**config.mk**
```make
export PLATFORM = sky130hd
export DESIGN_NAME = gpl_port
export DESIGN_NICKNAME = d
export VERILOG_FILES = /design/src/rtl/gpl_pkg.sv /design/src/rtl/gpl_port.sv
export SDC_FILE = /design/constraint.sdc
export NUM_CORES = 1
export LEC_CHECK = 0
export ABC_CLOCK_PERIOD_IN_PS = 2750
export CAP_MARGIN = 30
export CORE_ASPECT_RATIO = 0.5
export CORE_MARGIN = 4
export CORE_UTILIZATION = 30
export DETAILED_ROUTE_END_ITERATION = 7
export DONT_BUFFER_PORTS = 1
export MAX_ROUTING_LAYER = met4
export PLACE_DENSITY = 0.44
export SYNTH_ARGS = -nofsm -noshare
export SYNTH_HDL_FRONTEND = slang
export SYNTH_SLANG_ARGS = --single-unit
```
**constraint.sdc**
```tcl
create_clock -name clk -period 2.75 [get_ports clk]
set_clock_uncertainty 0.05 [all_clocks]
set_input_delay 0.1375 -clock clk [delete_from_list [all_inputs] [get_ports clk]]
set_output_delay 0.1375 -clock clk [all_outputs]
set_load 0.1 [all_outputs]
```
**src/rtl/gpl_pkg.sv**
```systemverilog
package gpl_pkg;
  // register byte addresses on the internal memory bus
  localparam logic [15:0] ADDR_PORT0_DATA  = 16'hFF00;
  localparam logic [15:0] ADDR_PORT1_DATA  = 16'hFF01;
  localparam logic [15:0] ADDR_PORT2_DATA  = 16'hFF02;
  localparam logic [15:0] ADDR_PORT3_DATA  = 16'hFF03;
  localparam logic [15:0] ADDR_PORT6_DATA  = 16'hFF06;
  localparam logic [15:0] ADDR_PORT7_DATA  = 16'hFF07;
  localparam logic [15:0] ADDR_PORT12_DATA = 16'hFF0C;
  localparam logic [15:0] ADDR_DIR0        = 16'hFF20;
  localparam logic [15:0] ADDR_DIR1        = 16'hFF21;
  localparam logic [15:0] ADDR_DIR2        = 16'hFF22;
  localparam logic [15:0] ADDR_DIR3        = 16'hFF23;
  localparam logic [15:0] ADDR_DIR6        = 16'hFF26;
  localparam logic [15:0] ADDR_DIR7        = 16'hFF27;
  localparam logic [15:0] ADDR_DIR12       = 16'hFF2C;
  localparam logic [15:0] ADDR_PIN_CFG     = 16'hFF2F;
  localparam logic [15:0] ADDR_PU0         = 16'hFF30;
  localparam logic [15:0] ADDR_PU1         = 16'hFF31;
  localparam logic [15:0] ADDR_PU3         = 16'hFF33;
  localparam logic [15:0] ADDR_PU7         = 16'hFF37;
  localparam logic [15:0] ADDR_PULLUP_SEL_PORT12        = 16'hFF3C;

  // number of ports and their index in the per-port arrays
  localparam int NPORT = 7;
  localparam logic [2:0] IDX_P0  = 3'h0;
  localparam logic [2:0] IDX_P1  = 3'h1;
  localparam logic [2:0] IDX_P2  = 3'h2;
  localparam logic [2:0] IDX_P3  = 3'h3;
  localparam logic [2:0] IDX_P6  = 3'h4;
  localparam logic [2:0] IDX_P7  = 3'h5;
  localparam logic [2:0] IDX_P12 = 3'h6;

  // implemented pin bits of each port
  localparam logic [7:0] PIN_MASK [NPORT] =
    '{8'h7F, 8'hFF, 8'hFF, 8'h0F, 8'h03, 8'hFF, 8'h1F};
  // implemented pull-up select bits of each port
  localparam logic [7:0] PU_MASK [NPORT] =
    '{8'h7F, 8'hFF, 8'h00, 8'h0F, 8'h00, 8'hFF, 8'h01};

  // reset values
  localparam logic [7:0] DATA_RST = 8'h00;
  localparam logic [7:0] DIR_RST  = 8'hFF;
  localparam logic [7:0] PU_RST   = 8'h00;
  localparam logic [3:0] CFG_RST  = 4'h0;

  // pin config field and its legal limit
  localparam int         CFG_W   = 4;
  localparam logic [3:0] CFG_MAX = 4'h8;

  // port 12 clock-capable pins
  localparam logic [7:0] P12_CLK_MASK = 8'h1E;
endpackage

```
**src/rtl/gpl_port.sv**
```systemverilog
`timescale 1ns/100ps
`default_nettype none
// Contract
// output mode write drives latch to pin
// input mode write updates latch only
// latch holds until next write
// data latches reset to zero
// output mode read returns latch
// input mode read returns pin level
// output mode rmw works on latch
// input mode rmw works on pin
// bit operations are full byte accesses
// external clock port12 bits read zero
// pull-up only when selected and input
// no pull-up in output or alternate output
// pull-up bits exist only where listed
// pull-up selects reset to zero
// config k makes k low port2 pins digital
// pin config resets all analog
// pin config write inserts wait cycle
// software avoids config write on subclock
// software sets conversion pins to input
// byte and bit writes both accepted
// direction bit 0 output, 1 input
// direction registers reset to all ones
// software never outputs on analog pin
// pins pass two-stage synchroniser
module gpl_port (
  input  wire logic        clk,
  input  wire logic        resetn,
  // cpu memory bus
  input  wire logic        bus_sel,
  input  wire logic        bus_wr,
  input  wire logic [15:0] bus_addr,
  input  wire logic [7:0]  bus_wdata,
  input  wire logic [7:0]  bus_bit_mask,
  output logic      [7:0]  bus_rdata,
  output logic             bus_wait,
  // board pins, one byte per port in port-index order
  input  wire logic [55:0] pin_in,
  output logic      [55:0] pin_out,
  output logic      [55:0] pin_oe,
  output logic      [55:0] pin_pullup_en,
  // alternate-function output claim and clock-input mode
  input  wire logic [55:0] alt_out_en,
  input  wire logic [7:0]  p12_ext_clk_mode,
  // converter side: port2 pins handed to analog
  output logic      [7:0]  analog_channel_pins
);

  localparam int NP = gpl_pkg::NPORT;

  typedef struct packed {
    logic [NP-1:0][7:0] data;
    logic [NP-1:0][7:0] dir;
    logic [NP-1:0][7:0] pu;
    logic [3:0]         cfg;
    logic [NP-1:0][7:0] sync1;
    logic [NP-1:0][7:0] sync2;
    logic [7:0]         rdata;
    logic               wait_pend;
    logic [NP-1:0][7:0] pout;
    logic [NP-1:0][7:0] poe;
    logic [NP-1:0][7:0] ppu;
    logic [7:0]         ana;
  } gpl_state_t;

  gpl_state_t s_q;
  gpl_state_t s_d;

  // map a data address to a port index, valid flag in bit 3
  function automatic logic [3:0] gpl_data_idx(input logic [15:0] a);
    unique case (a)
      gpl_pkg::ADDR_PORT0_DATA:  gpl_data_idx = {1'b1, gpl_pkg::IDX_P0};
      gpl_pkg::ADDR_PORT1_DATA:  gpl_data_idx = {1'b1, gpl_pkg::IDX_P1};
      gpl_pkg::ADDR_PORT2_DATA:  gpl_data_idx = {1'b1, gpl_pkg::IDX_P2};
      gpl_pkg::ADDR_PORT3_DATA:  gpl_data_idx = {1'b1, gpl_pkg::IDX_P3};
      gpl_pkg::ADDR_PORT6_DATA:  gpl_data_idx = {1'b1, gpl_pkg::IDX_P6};
      gpl_pkg::ADDR_PORT7_DATA:  gpl_data_idx = {1'b1, gpl_pkg::IDX_P7};
      gpl_pkg::ADDR_PORT12_DATA: gpl_data_idx = {1'b1, gpl_pkg::IDX_P12};
      default:                   gpl_data_idx = 4'h0;
    endcase
  endfunction

  function automatic logic [3:0] gpl_dir_idx(input logic [15:0] a);
    unique case (a)
      gpl_pkg::ADDR_DIR0:  gpl_dir_idx = {1'b1, gpl_pkg::IDX_P0};
      gpl_pkg::ADDR_DIR1:  gpl_dir_idx = {1'b1, gpl_pkg::IDX_P1};
      gpl_pkg::ADDR_DIR2:  gpl_dir_idx = {1'b1, gpl_pkg::IDX_P2};
      gpl_pkg::ADDR_DIR3:  gpl_dir_idx = {1'b1, gpl_pkg::IDX_P3};
      gpl_pkg::ADDR_DIR6:  gpl_dir_idx = {1'b1, gpl_pkg::IDX_P6};
      gpl_pkg::ADDR_DIR7:  gpl_dir_idx = {1'b1, gpl_pkg::IDX_P7};
      gpl_pkg::ADDR_DIR12: gpl_dir_idx = {1'b1, gpl_pkg::IDX_P12};
      default:             gpl_dir_idx = 4'h0;
    endcase
  endfunction

  function automatic logic [3:0] gpl_pu_idx(input logic [15:0] a);
    unique case (a)
      gpl_pkg::ADDR_PU0:  gpl_pu_idx = {1'b1, gpl_pkg::IDX_P0};
      gpl_pkg::ADDR_PU1:  gpl_pu_idx = {1'b1, gpl_pkg::IDX_P1};
      gpl_pkg::ADDR_PU3:  gpl_pu_idx = {1'b1, gpl_pkg::IDX_P3};
      gpl_pkg::ADDR_PU7:  gpl_pu_idx = {1'b1, gpl_pkg::IDX_P7};
      gpl_pkg::ADDR_PULLUP_SEL_PORT12: gpl_pu_idx = {1'b1, gpl_pkg::IDX_P12};
      default:            gpl_pu_idx = 4'h0;
    endcase
  endfunction

  // byte seen by a port read: latch for outputs, pin for inputs
  function automatic logic [7:0] gpl_port_view(
    input logic [7:0] latch,
    input logic [7:0] dir,
    input logic [7:0] pin
  );
    gpl_port_view = (latch & ~dir) | (pin & dir);
  endfunction

  // digital-pin mask of port2 for a config value
  function automatic logic [7:0] gpl_dig_mask(input logic [3:0] k);
    logic [8:0] ones;
    ones = 9'h001 << k;
    gpl_dig_mask = ones[7:0] - 8'h01;
    if (k >= gpl_pkg::CFG_MAX) begin
      gpl_dig_mask = 8'hFF; // prohibited codes act as all digital
    end
  endfunction

  logic [3:0] di;
  logic [3:0] mi;
  logic [3:0] ui;
  logic [7:0] view;
  logic [7:0] merged;
  logic [7:0] dmask;

  // next-state logic for the whole port block
  always_comb begin
    s_d   = s_q;
    di    = gpl_data_idx(bus_addr);
    mi    = gpl_dir_idx(bus_addr);
    ui    = gpl_pu_idx(bus_addr);
    view  = 8'h00;
    merged = 8'h00;
    dmask = gpl_dig_mask(s_q.cfg);

    // pins into two flops before anything reads them
    s_d.sync1 = pin_in;
    s_d.sync2 = s_q.sync1;

    if (di[3]) begin
      view = gpl_port_view(s_q.data[di[2:0]], s_q.dir[di[2:0]],
                           s_q.sync2[di[2:0]]);
      if (di[2:0] == gpl_pkg::IDX_P12) begin
        view = view & ~(p12_ext_clk_mode & gpl_pkg::P12_CLK_MASK);
      end
      view = view & gpl_pkg::PIN_MASK[di[2:0]];
    end

    // bit write merges into the read view of the whole byte,
    // so other input bits pick up their pin level
    merged = (view & ~bus_bit_mask) | (bus_wdata & bus_bit_mask);

    s_d.rdata = 8'h00;
    if (bus_sel && !bus_wr) begin
      if (di[3]) begin
        s_d.rdata = view;
      end else if (mi[3]) begin
        s_d.rdata = s_q.dir[mi[2:0]];
      end else if (ui[3]) begin
        s_d.rdata = s_q.pu[ui[2:0]] & gpl_pkg::PU_MASK[ui[2:0]];
      end else if (bus_addr == gpl_pkg::ADDR_PIN_CFG) begin
        s_d.rdata = {4'h0, s_q.cfg};
      end
    end

    // writes: latch updated in either mode, holds otherwise
    s_d.wait_pend = 1'b0;
    if (bus_sel && bus_wr) begin
      if (di[3]) begin
        s_d.data[di[2:0]] = merged & gpl_pkg::PIN_MASK[di[2:0]];
      end else if (mi[3]) begin
        s_d.dir[mi[2:0]] = (s_q.dir[mi[2:0]] & ~bus_bit_mask)
                         | (bus_wdata & bus_bit_mask)
                         | ~gpl_pkg::PIN_MASK[mi[2:0]];
      end else if (ui[3]) begin
        s_d.pu[ui[2:0]] = ((s_q.pu[ui[2:0]] & ~bus_bit_mask)
                        | (bus_wdata & bus_bit_mask))
                        & gpl_pkg::PU_MASK[ui[2:0]];
      end else if (bus_addr == gpl_pkg::ADDR_PIN_CFG) begin
        s_d.cfg = (s_q.cfg & ~bus_bit_mask[3:0])
                | (bus_wdata[3:0] & bus_bit_mask[3:0]);
        s_d.wait_pend = 1'b1;
      end
    end

    // pin drive and pull-up, registered so outputs are clean
    for (int p = 0; p < NP; p++) begin
      s_d.pout[p] = s_q.data[p] & gpl_pkg::PIN_MASK[p];
      s_d.poe[p]  = ~s_q.dir[p] & gpl_pkg::PIN_MASK[p];
      s_d.ppu[p]  = s_q.pu[p] & s_q.dir[p] & ~alt_out_en[p*8 +: 8]
                  & gpl_pkg::PU_MASK[p];
    end
    // analog pins never drive even if software misconfigures
    s_d.poe[gpl_pkg::IDX_P2] = s_d.poe[gpl_pkg::IDX_P2] & dmask;
    s_d.ana = ~dmask;
  end

  // single state register
  always_ff @(posedge clk or negedge resetn) begin
    if (!resetn) begin
      for (int p = 0; p < NP; p++) begin
        s_q.data[p]  <= gpl_pkg::DATA_RST;
        s_q.dir[p]   <= gpl_pkg::DIR_RST;
        s_q.pu[p]    <= gpl_pkg::PU_RST;
        s_q.sync1[p] <= 8'h00;
        s_q.sync2[p] <= 8'h00;
        s_q.pout[p]  <= 8'h00;
        s_q.poe[p]   <= 8'h00;
        s_q.ppu[p]   <= 8'h00;
      end
      s_q.cfg       <= gpl_pkg::CFG_RST;
      s_q.rdata     <= 8'h00;
      s_q.wait_pend <= 1'b0;
      s_q.ana       <= 8'hFF;
    end else begin
      s_q <= s_d;
    end
  end

  assign bus_rdata           = s_q.rdata;
  assign bus_wait            = s_q.wait_pend;
  assign pin_out             = s_q.pout;
  assign pin_oe              = s_q.poe;
  assign pin_pullup_en       = s_q.ppu;
  assign analog_channel_pins = s_q.ana;

endmodule
`default_nettype wire

```
# [Word level (Yosys, flattened, before mapping)]
# Memory sizes are Yosys's and may differ from the RTL's.
# Index checks and enable logic that the tools add are counted.
[word_totals] register_bits=413 wordCells=200 mem_bits_ro=192 input_bits=156 output_inout_bits=185 memories=3
[mem_list] name="(name not given)" depth=8 width=8 read_ports=1 rd_ports_with_merged_regs=0 wr=0 line="gpl_port.sv:187" source="& gpl_pkg::PU_MASK[ui[2:0]];"
[mem_list] name="(name not given)" depth=8 width=8 read_ports=1 rd_ports_with_merged_regs=0 wr=0 line="gpl_port.sv:183" source="| ~gpl_pkg::PIN_MASK[mi[2:0]];"
[mem_list] name="(name not given)" depth=8 width=8 read_ports=1 rd_ports_with_merged_regs=0 wr=0 line="gpl_port.sv:179" source="s_d.data[di[2:0]] = merged & gpl_pkg::PIN_MASK[di[2:0]];"
[classes] n_bitwise=54 addsub=1 n_shift=1 n_mux=42 n_eq_ne=21 magnitude_cmp=10 reduce_logical=10
[ops] op="16-bit equality test (second input constant)" n=20
[ops] op="8-bit two-way mux" n=22
[ops] op="56-bit bitwise mux" n=3
[ops] op="8-bit bitwise AND" n=16
[ops] op="8-bit binary-select mux with 3-bit select" n=5
[ops] op="8-bit demux with 3-bit select" n=3
[ops] op="8-bit NOT" n=9
[ops] op="4-bit one-hot mux with 7 select lines" n=2
[ops] op="8-bit OR" n=5
[ops] op="4-bit one-hot mux with 5 select lines" n=1
[ops] op="4-bit bitwise AND" n=4
[ops] op="4-bit greater-or-equal comparator (second input constant)" n=4
[ops] op="7-bit bitwise AND" n=2
[ops] op="7-bit NOT" n=2
[ops] op="3-bit by 4-bit < comparator with 1-bit output (second input constant)" n=3
[ops] op="3-bit NOT with 4-bit output" n=3
[ops] op="4-bit NOT" n=3
[ops] op="3-bit by 1-bit greater-or-equal comparator with 1-bit output (second input constant)" n=3
[ops] op="5-bit NOT with 8-bit output" n=1
[ops] op="1-bit by 4-bit << shifter with 8-bit output (first input constant)" n=1
[ops] op="8-bit by 1-bit subtractor with 8-bit output (second input constant)" n=1
[ops] op="1-bit logical AND" n=5
[ops] op="1-bit two-way mux" n=5
[ops] op="5-bit NOT" n=1
[ops] op="other kinds (11)" n=15

# [Depth between registers and ports, before layout]
[depth] depth_word=16 ltp_mapped=14 ltp_nobuf=12

# [Least setup slack after synthesis]
# OpenSTA, ideal clock, no wires.
[synth_path] path_type="input to register" from="input bus_addr[7]" to="register s_q[441] in the netlist's numbering" path_buffers=3 t_required_ns=2.621 path_stages=14 path_slack_ns=-0.376 setup_ns=0.079 arrival_ns=2.997 cell_sequence="clkbuf_1 > or4_1 > buf_2 > nor3_1 > inv_1 > clkbuf_1 > ha_1 > a21oi_1 > nor2_1 > a211o_1 > nor4_1 > mux2i_1 > a21o_1 > o21ai_1"
[synth_between] elab_chain_cells=16 elab_cells_between_ends=38 classes_between="2 x order compare; 8 x eq/ne; 15 x mux; 10 x bitwise; 2 x reduce/logical; 1 x memory"
[synth_rtl] element="from (decl)" line="gpl_port.sv:34" source="input wire logic [15:0] bus_addr,"
[synth_rtl] element="16-bit equality test" line="gpl_port.sv:73" source="unique case (a)"
[synth_rtl] element="4-bit one-hot mux with 7 select lines *" line="gpl_port.sv:73"
[synth_rtl] element="8-bit binary-select mux with 3-bit select" line="gpl_port.sv:150" source="view = gpl_port_view(s_q.data[di[2:0]], s_q.dir[di[2:0]],"
[synth_rtl] element="8-bit two-way mux (implied by the code)" line="gpl_port.sv:150"
[synth_rtl] element="8-bit NOT" line="gpl_port.sv:115" source="gpl_port_view = (latch & ~dir) | (pin & dir);"
[synth_rtl] element="8-bit bitwise AND" line="gpl_port.sv:115"
[synth_rtl] element="8-bit OR" line="gpl_port.sv:115"
[synth_rtl] element="8-bit bitwise AND" line="gpl_port.sv:153" source="view = view & ~(p12_ext_clk_mode & gpl_pkg::P12_CLK_MASK);"
[synth_rtl] element="8-bit two-way mux" line="gpl_port.sv:152" source="if (di[2:0] == gpl_pkg::IDX_P12) begin"
[synth_rtl] element="8-bit two-way mux" line="gpl_port.sv:149" source="if (di[3]) begin"
[synth_rtl] element="8-bit bitwise AND" line="gpl_port.sv:155" source="view = view & gpl_pkg::PIN_MASK[di[2:0]];"
[synth_rtl] element="8-bit two-way mux" line="gpl_port.sv:149"
[synth_rtl] element="8-bit bitwise AND" line="gpl_port.sv:160" source="merged = (view & ~bus_bit_mask) | (bus_wdata & bus_bit_mask);"
[synth_rtl] element="8-bit OR" line="gpl_port.sv:160"
[synth_rtl] element="8-bit bitwise AND" line="gpl_port.sv:179"
[synth_rtl] element="56-bit bitwise mux" line="gpl_port.sv:179"
[synth_rtl] element="to (decl)" line="gpl_port.sv:68" source="gpl_state_t s_q;"
# Every way passes the cells marked *; elsewhere a longest branch is shown, timed or not. The select of a mux whose other input is x is not followed.
# A chain may end at the register's enable or synchronous reset.

==> results.md <==
- The flow ran to the end, but the final reports show violations.
- The final reports fail on hold timing, slew limit.
- Once the clock tree was built, the setup fixing pass inserted 0 buffers.
- The clock insertion delay at the later pin of the skew report is 550 ps.
- The number of input and output port buffers inserted is 0.
- The net switching fraction of the power is 23.9%.
- At the worst endpoint, the arrival time is 2950 ps.
- TritonCTS built the clock tree.
- The fraction of layout cells with a size suffix above 1 is 18.6%.
- Internal power comes to 0.00969 W.
- The completed layout was analyzed and its total power is 0.0127 W.
- The cell count after synthesis came out at 1,653.
- Compared with the post-synthesis result, the final layout area differs by 19.5%.
- The worst hold path belongs to the class primary input to asynchronous set/reset pin.
- The number of endpoints failing setup at the final stage is 0.
- The total number of nets in the final design is 1,933.
- The congestion estimate from routability-driven global placement came to 0.908.
- The relative contribution of combinational cells to total power is 6.0%.
- The async set-reset flop share out of synthesis is 100%.
- The worst register-to-register path begins at s_q[360].
- Hold repair after CTS inserted 114 buffers.
- The worst register-to-register path ends at bus_rdata[3].
- Counting I/O delays and the setup requirement, the final critical path takes 2630 ps.
- Max-cap violations in this run came to 0.
- Global routing finished with a remaining overflow of 0.
- For this design the total switching power over the nets is 0.00303 W.
- Summing over every cut layer, the via total after detailed routing is 12,476.
- The power density over the cells is 611 nW/µm².
- In this run the deepest clock path goes through 3 buffers.
- The tree is rooted in a sky130_fd_sc_hd__clkbuf_16.
- Clock-pin slew was measured on the worst setup and hold paths at 60 ps.
- The final number of max-transition violations is 128.
- The initial antenna violation count was 2.
- The critical path class is primary input to register.
- In this run the count of I/O pins placed on the die edge is 341.
- Once placement completed, the tool counted placed cells totaling 2,380.
- The vertical die dimension is 178 µm.
- The most frequently used flop master after synthesis is sky130_fd_sc_hd__dfrtp_1.
- The worst reg-to-reg setup slack is 390 ps.
- The largest net degree at the start of global routing is 406.
- The fraction of the yosys area taken by sequential cells is 58.6%.
- The worst pin sits at a relative slew slack of -9.80%.
- The count of TritonRoute iterations in the first routing pass is 6.
- The number of synthesized register bits is 405.
- The number of gates resized after CTS was 0.
- Once detail routing completed, the nets flagged for antenna violations numbered 0.
- Sequential cells account for 47.8% of the total power.
- The number of global-route vias before repair came to 12,589.
- The maximum vdd drop is 0.000392 V.
- The number of DRC violations after detailed-routing iteration 0 is 1,177.
- In this run the static leakage power is 9.03 nW.
- In this run the horizontal extent of the chip is 349 µm.
- The number of buffers added by the clock tree synthesis step is 41.
- Yosys printed 0 warnings.
- The slew at the pin closest to its max-slew limit is 1650 ps.
- The maximum frequency from static timing analysis is 381 MHz.
- The critical path launch point type is a primary input.
- The number of placement rows is 62.
- After detailed routing, the number of remaining DRC violations is 0.
- The H-tree level count is 2.
- Hold timing on the final database bottoms out at a slack of -769 ps.
- The die outline area is 62,300 µm².
- Data on the critical path is required at its endpoint by 3070 ps.
- The maximum fanout along the worst path is 12.
- The length in cells of the worst reg-to-reg path is 7.
- The element type at the critical path end is a register.
- The proportion of power drawn by the clock network is 46.3%.
- The initial standard-cell utilization of the core is 30.4%.
- In the final routed layout, each cell accounts on average for 24.1 µm.
- The post-route clock period utilization is 95.5%.
- The clock net in this run drives a total of 405 sinks.
- Dividing the synthesized area by the synthesized cell count gives 10.5 µm².
- The total routing resource utilization after global routing is 20.0%.
- The number of vias per cell is 4.85.
- The netlist area before placement is 17,400 µm².
- The final hold violation count is 358.
- Setup repair after global routing left no endpoint under its margin.
- The total area inside the core boundary comes to 57,400 µm².
- The aggregate routed wire length is 61.9 mm.
- The wire-length estimate of the detail-placed layout is 45.5 mm.
- Counting flops with a built-in enable in the synthesized netlist gives 0.
- The global-route wire length before repair is 88.9 mm.
- The count of different cell masters after synthesis is 77.
- The finished layout holds 2,570 standard cells, fillers aside.
==> layout make-up <==
cell class	instances	area [µm²]
sequential	405	10200
fill	5720	36600
antenna	1	2.50
timing repair buffer	273	2450
clock buffer	60	1210
tap	768	961
clock inverter	15	198
inverter	50	188
multi-input combinational	998	5600
==> critical path, cell delays in order <==
cell and delay (ps):
sky130_fd_sc_hd__or4_4 550, sky130_fd_sc_hd__buf_4 180, sky130_fd_sc_hd__nor3_1 240, sky130_fd_sc_hd__buf_4 150
sky130_fd_sc_hd__buf_4 200, sky130_fd_sc_hd__nand2_1 90, sky130_fd_sc_hd__a211oi_1 280, sky130_fd_sc_hd__o21ai_1 110
sky130_fd_sc_hd__buf_4 160, sky130_fd_sc_hd__mux2_4 190, sky130_fd_sc_hd__nor2_1 60, sky130_fd_sc_hd__a2111oi_0 600
==> worst max path at each step <==
stage                startpoint            to  cells past startpoint
detailed placement  bus_addr[5]  bus_rdata[3]                     12
global placement    bus_addr[5]  bus_rdata[3]                     12
CTS                 bus_addr[5]  bus_rdata[3]                     12
floorplan           bus_addr[4]      s_d[126]                     12
finish              bus_addr[5]  bus_rdata[3]                     12
global route        bus_addr[7]      s_q[393]                     11
==> per-layer routing <==
metal	vias to the layer above	share of wire [%]	track usage (%)
met5	-	0	-
met4	0	1.8	4.08
met3	87	5.7	3.16
met2	449	46	31.4
met1	6254	46	27.8
li1	5686	-	-
==> state kept, by name, indices dropped and copies added, names as in the netlist, named ones only <==
name,flops
s_q,174
s_d,98
pin_oe,42
pin_out,42
pin_pullup_en,28
analog_channel_pins,8
bus_rdata,8
bus_wait,1
==> per-stage QoR <==
| stage | setup TNS, ps | utilization (%) | instance area [µm²] | setup slack (ps) |
|---|---|---|---|---|
| floorplan | -415 | - | 17700 | -73.0 |
| global placement | -6630 | 31.8 | 18300 | -348 |
| detailed placement | -10190 | 31.8 | 18300 | -355 |
| CTS | 0 | 36.3 | 20800 | 220 |
| global route | 0 | 36.3 | 20800 | 36.7 |
| finish | 0 | 36.3 | 20800 | 123 |
==> cell usage after synthesis, types with 5 or more instances <==
cell                       instances  share of area, %
sky130_fd_sc_hd__dfrtp_1         341                49
sky130_fd_sc_hd__nand2_1         201               4.3
sky130_fd_sc_hd__buf_4           185               8.0
sky130_fd_sc_hd__nor2_1          162               3.5
sky130_fd_sc_hd__o21ai_0          95               2.7
sky130_fd_sc_hd__a21oi_1          72               2.1
sky130_fd_sc_hd__dfstp_2          64               9.6
sky130_fd_sc_hd__clkbuf_1         56               1.2
sky130_fd_sc_hd__inv_1            50               1.1
sky130_fd_sc_hd__mux2i_1          43               2.5
sky130_fd_sc_hd__nor3_1           34              0.98
sky130_fd_sc_hd__o22ai_1          33               1.2
sky130_fd_sc_hd__a31oi_1          31               1.1
sky130_fd_sc_hd__mux2_2           24               1.6
sky130_fd_sc_hd__nand3_1          21              0.60
sky130_fd_sc_hd__nand4_1          18              0.65
sky130_fd_sc_hd__and2_1           16              0.57
sky130_fd_sc_hd__a211oi_1         15              0.65
sky130_fd_sc_hd__o21ai_1          15              0.43
sky130_fd_sc_hd__nand2b_1         14              0.50
sky130_fd_sc_hd__or3_1            11              0.39
sky130_fd_sc_hd__nor2b_1           9              0.32
sky130_fd_sc_hd__o211ai_1          9              0.39
sky130_fd_sc_hd__ha_1              8              0.57
sky130_fd_sc_hd__nor4_1            8              0.29
sky130_fd_sc_hd__o32ai_1           8              0.40
sky130_fd_sc_hd__buf_1             7              0.15
sky130_fd_sc_hd__nor3b_1           6              0.26
sky130_fd_sc_hd__a211o_1           5              0.25
==> logic make-up (layout without fill, tap and decap cells) <==
logic type | count (synthesis) | count (layout) | share of synthesized area (%)
AOI/OAI and AO/OA | 334 | 334 | 11.9
xor gates and xnor gates | 2 | 2 | 0.101
adders and majority gates | 8 | 8 | 0.574
buffers and inverters | 305 | 398 | 10.8
DFF | 405 | 405 | 58.6
muxes | 68 | 68 | 4.15
other | 1 | 57 | 0.0215
and+or+nand+nor | 530 | 530 | 13.8
==> power groups by stage <==
stage	clock network [W]	registers, W	logic [W]
3_3_place_gp	0	0.00619	0.000607
5_1_grt	0.00631	0.00608	0.000785
3_5_place_dp	0	0.00619	0.000605
6_report	0.00588	0.00608	0.000760
4_1_cts	0.00606	0.00608	0.000753
2_1_floorplan	0	0.00617	0.000556
==> cell usage in the layout (no fill, tap or decap), drive strengths merged, types with 5 or more instances in the layout <==
master	n
nand2b	14
nor2	162
o22ai	33
inv	53
dfrtp	341
or3	11
o32ai	8
dfstp	64
mux2i	43
a31oi	31
a211o	5
buf	159
o21ai	111
mux2	24
and2	16
nand2	201
clkbuf	60
conb	56
nor3	34
nand3	21
dlygate4sd3	114
nor3b	6
clkinv	5
nand4	18
nor4	9
a21oi	72
a211oi	17
nor2b	9
o211ai	10
ha	8
Power figures use the tool's default switching activity.
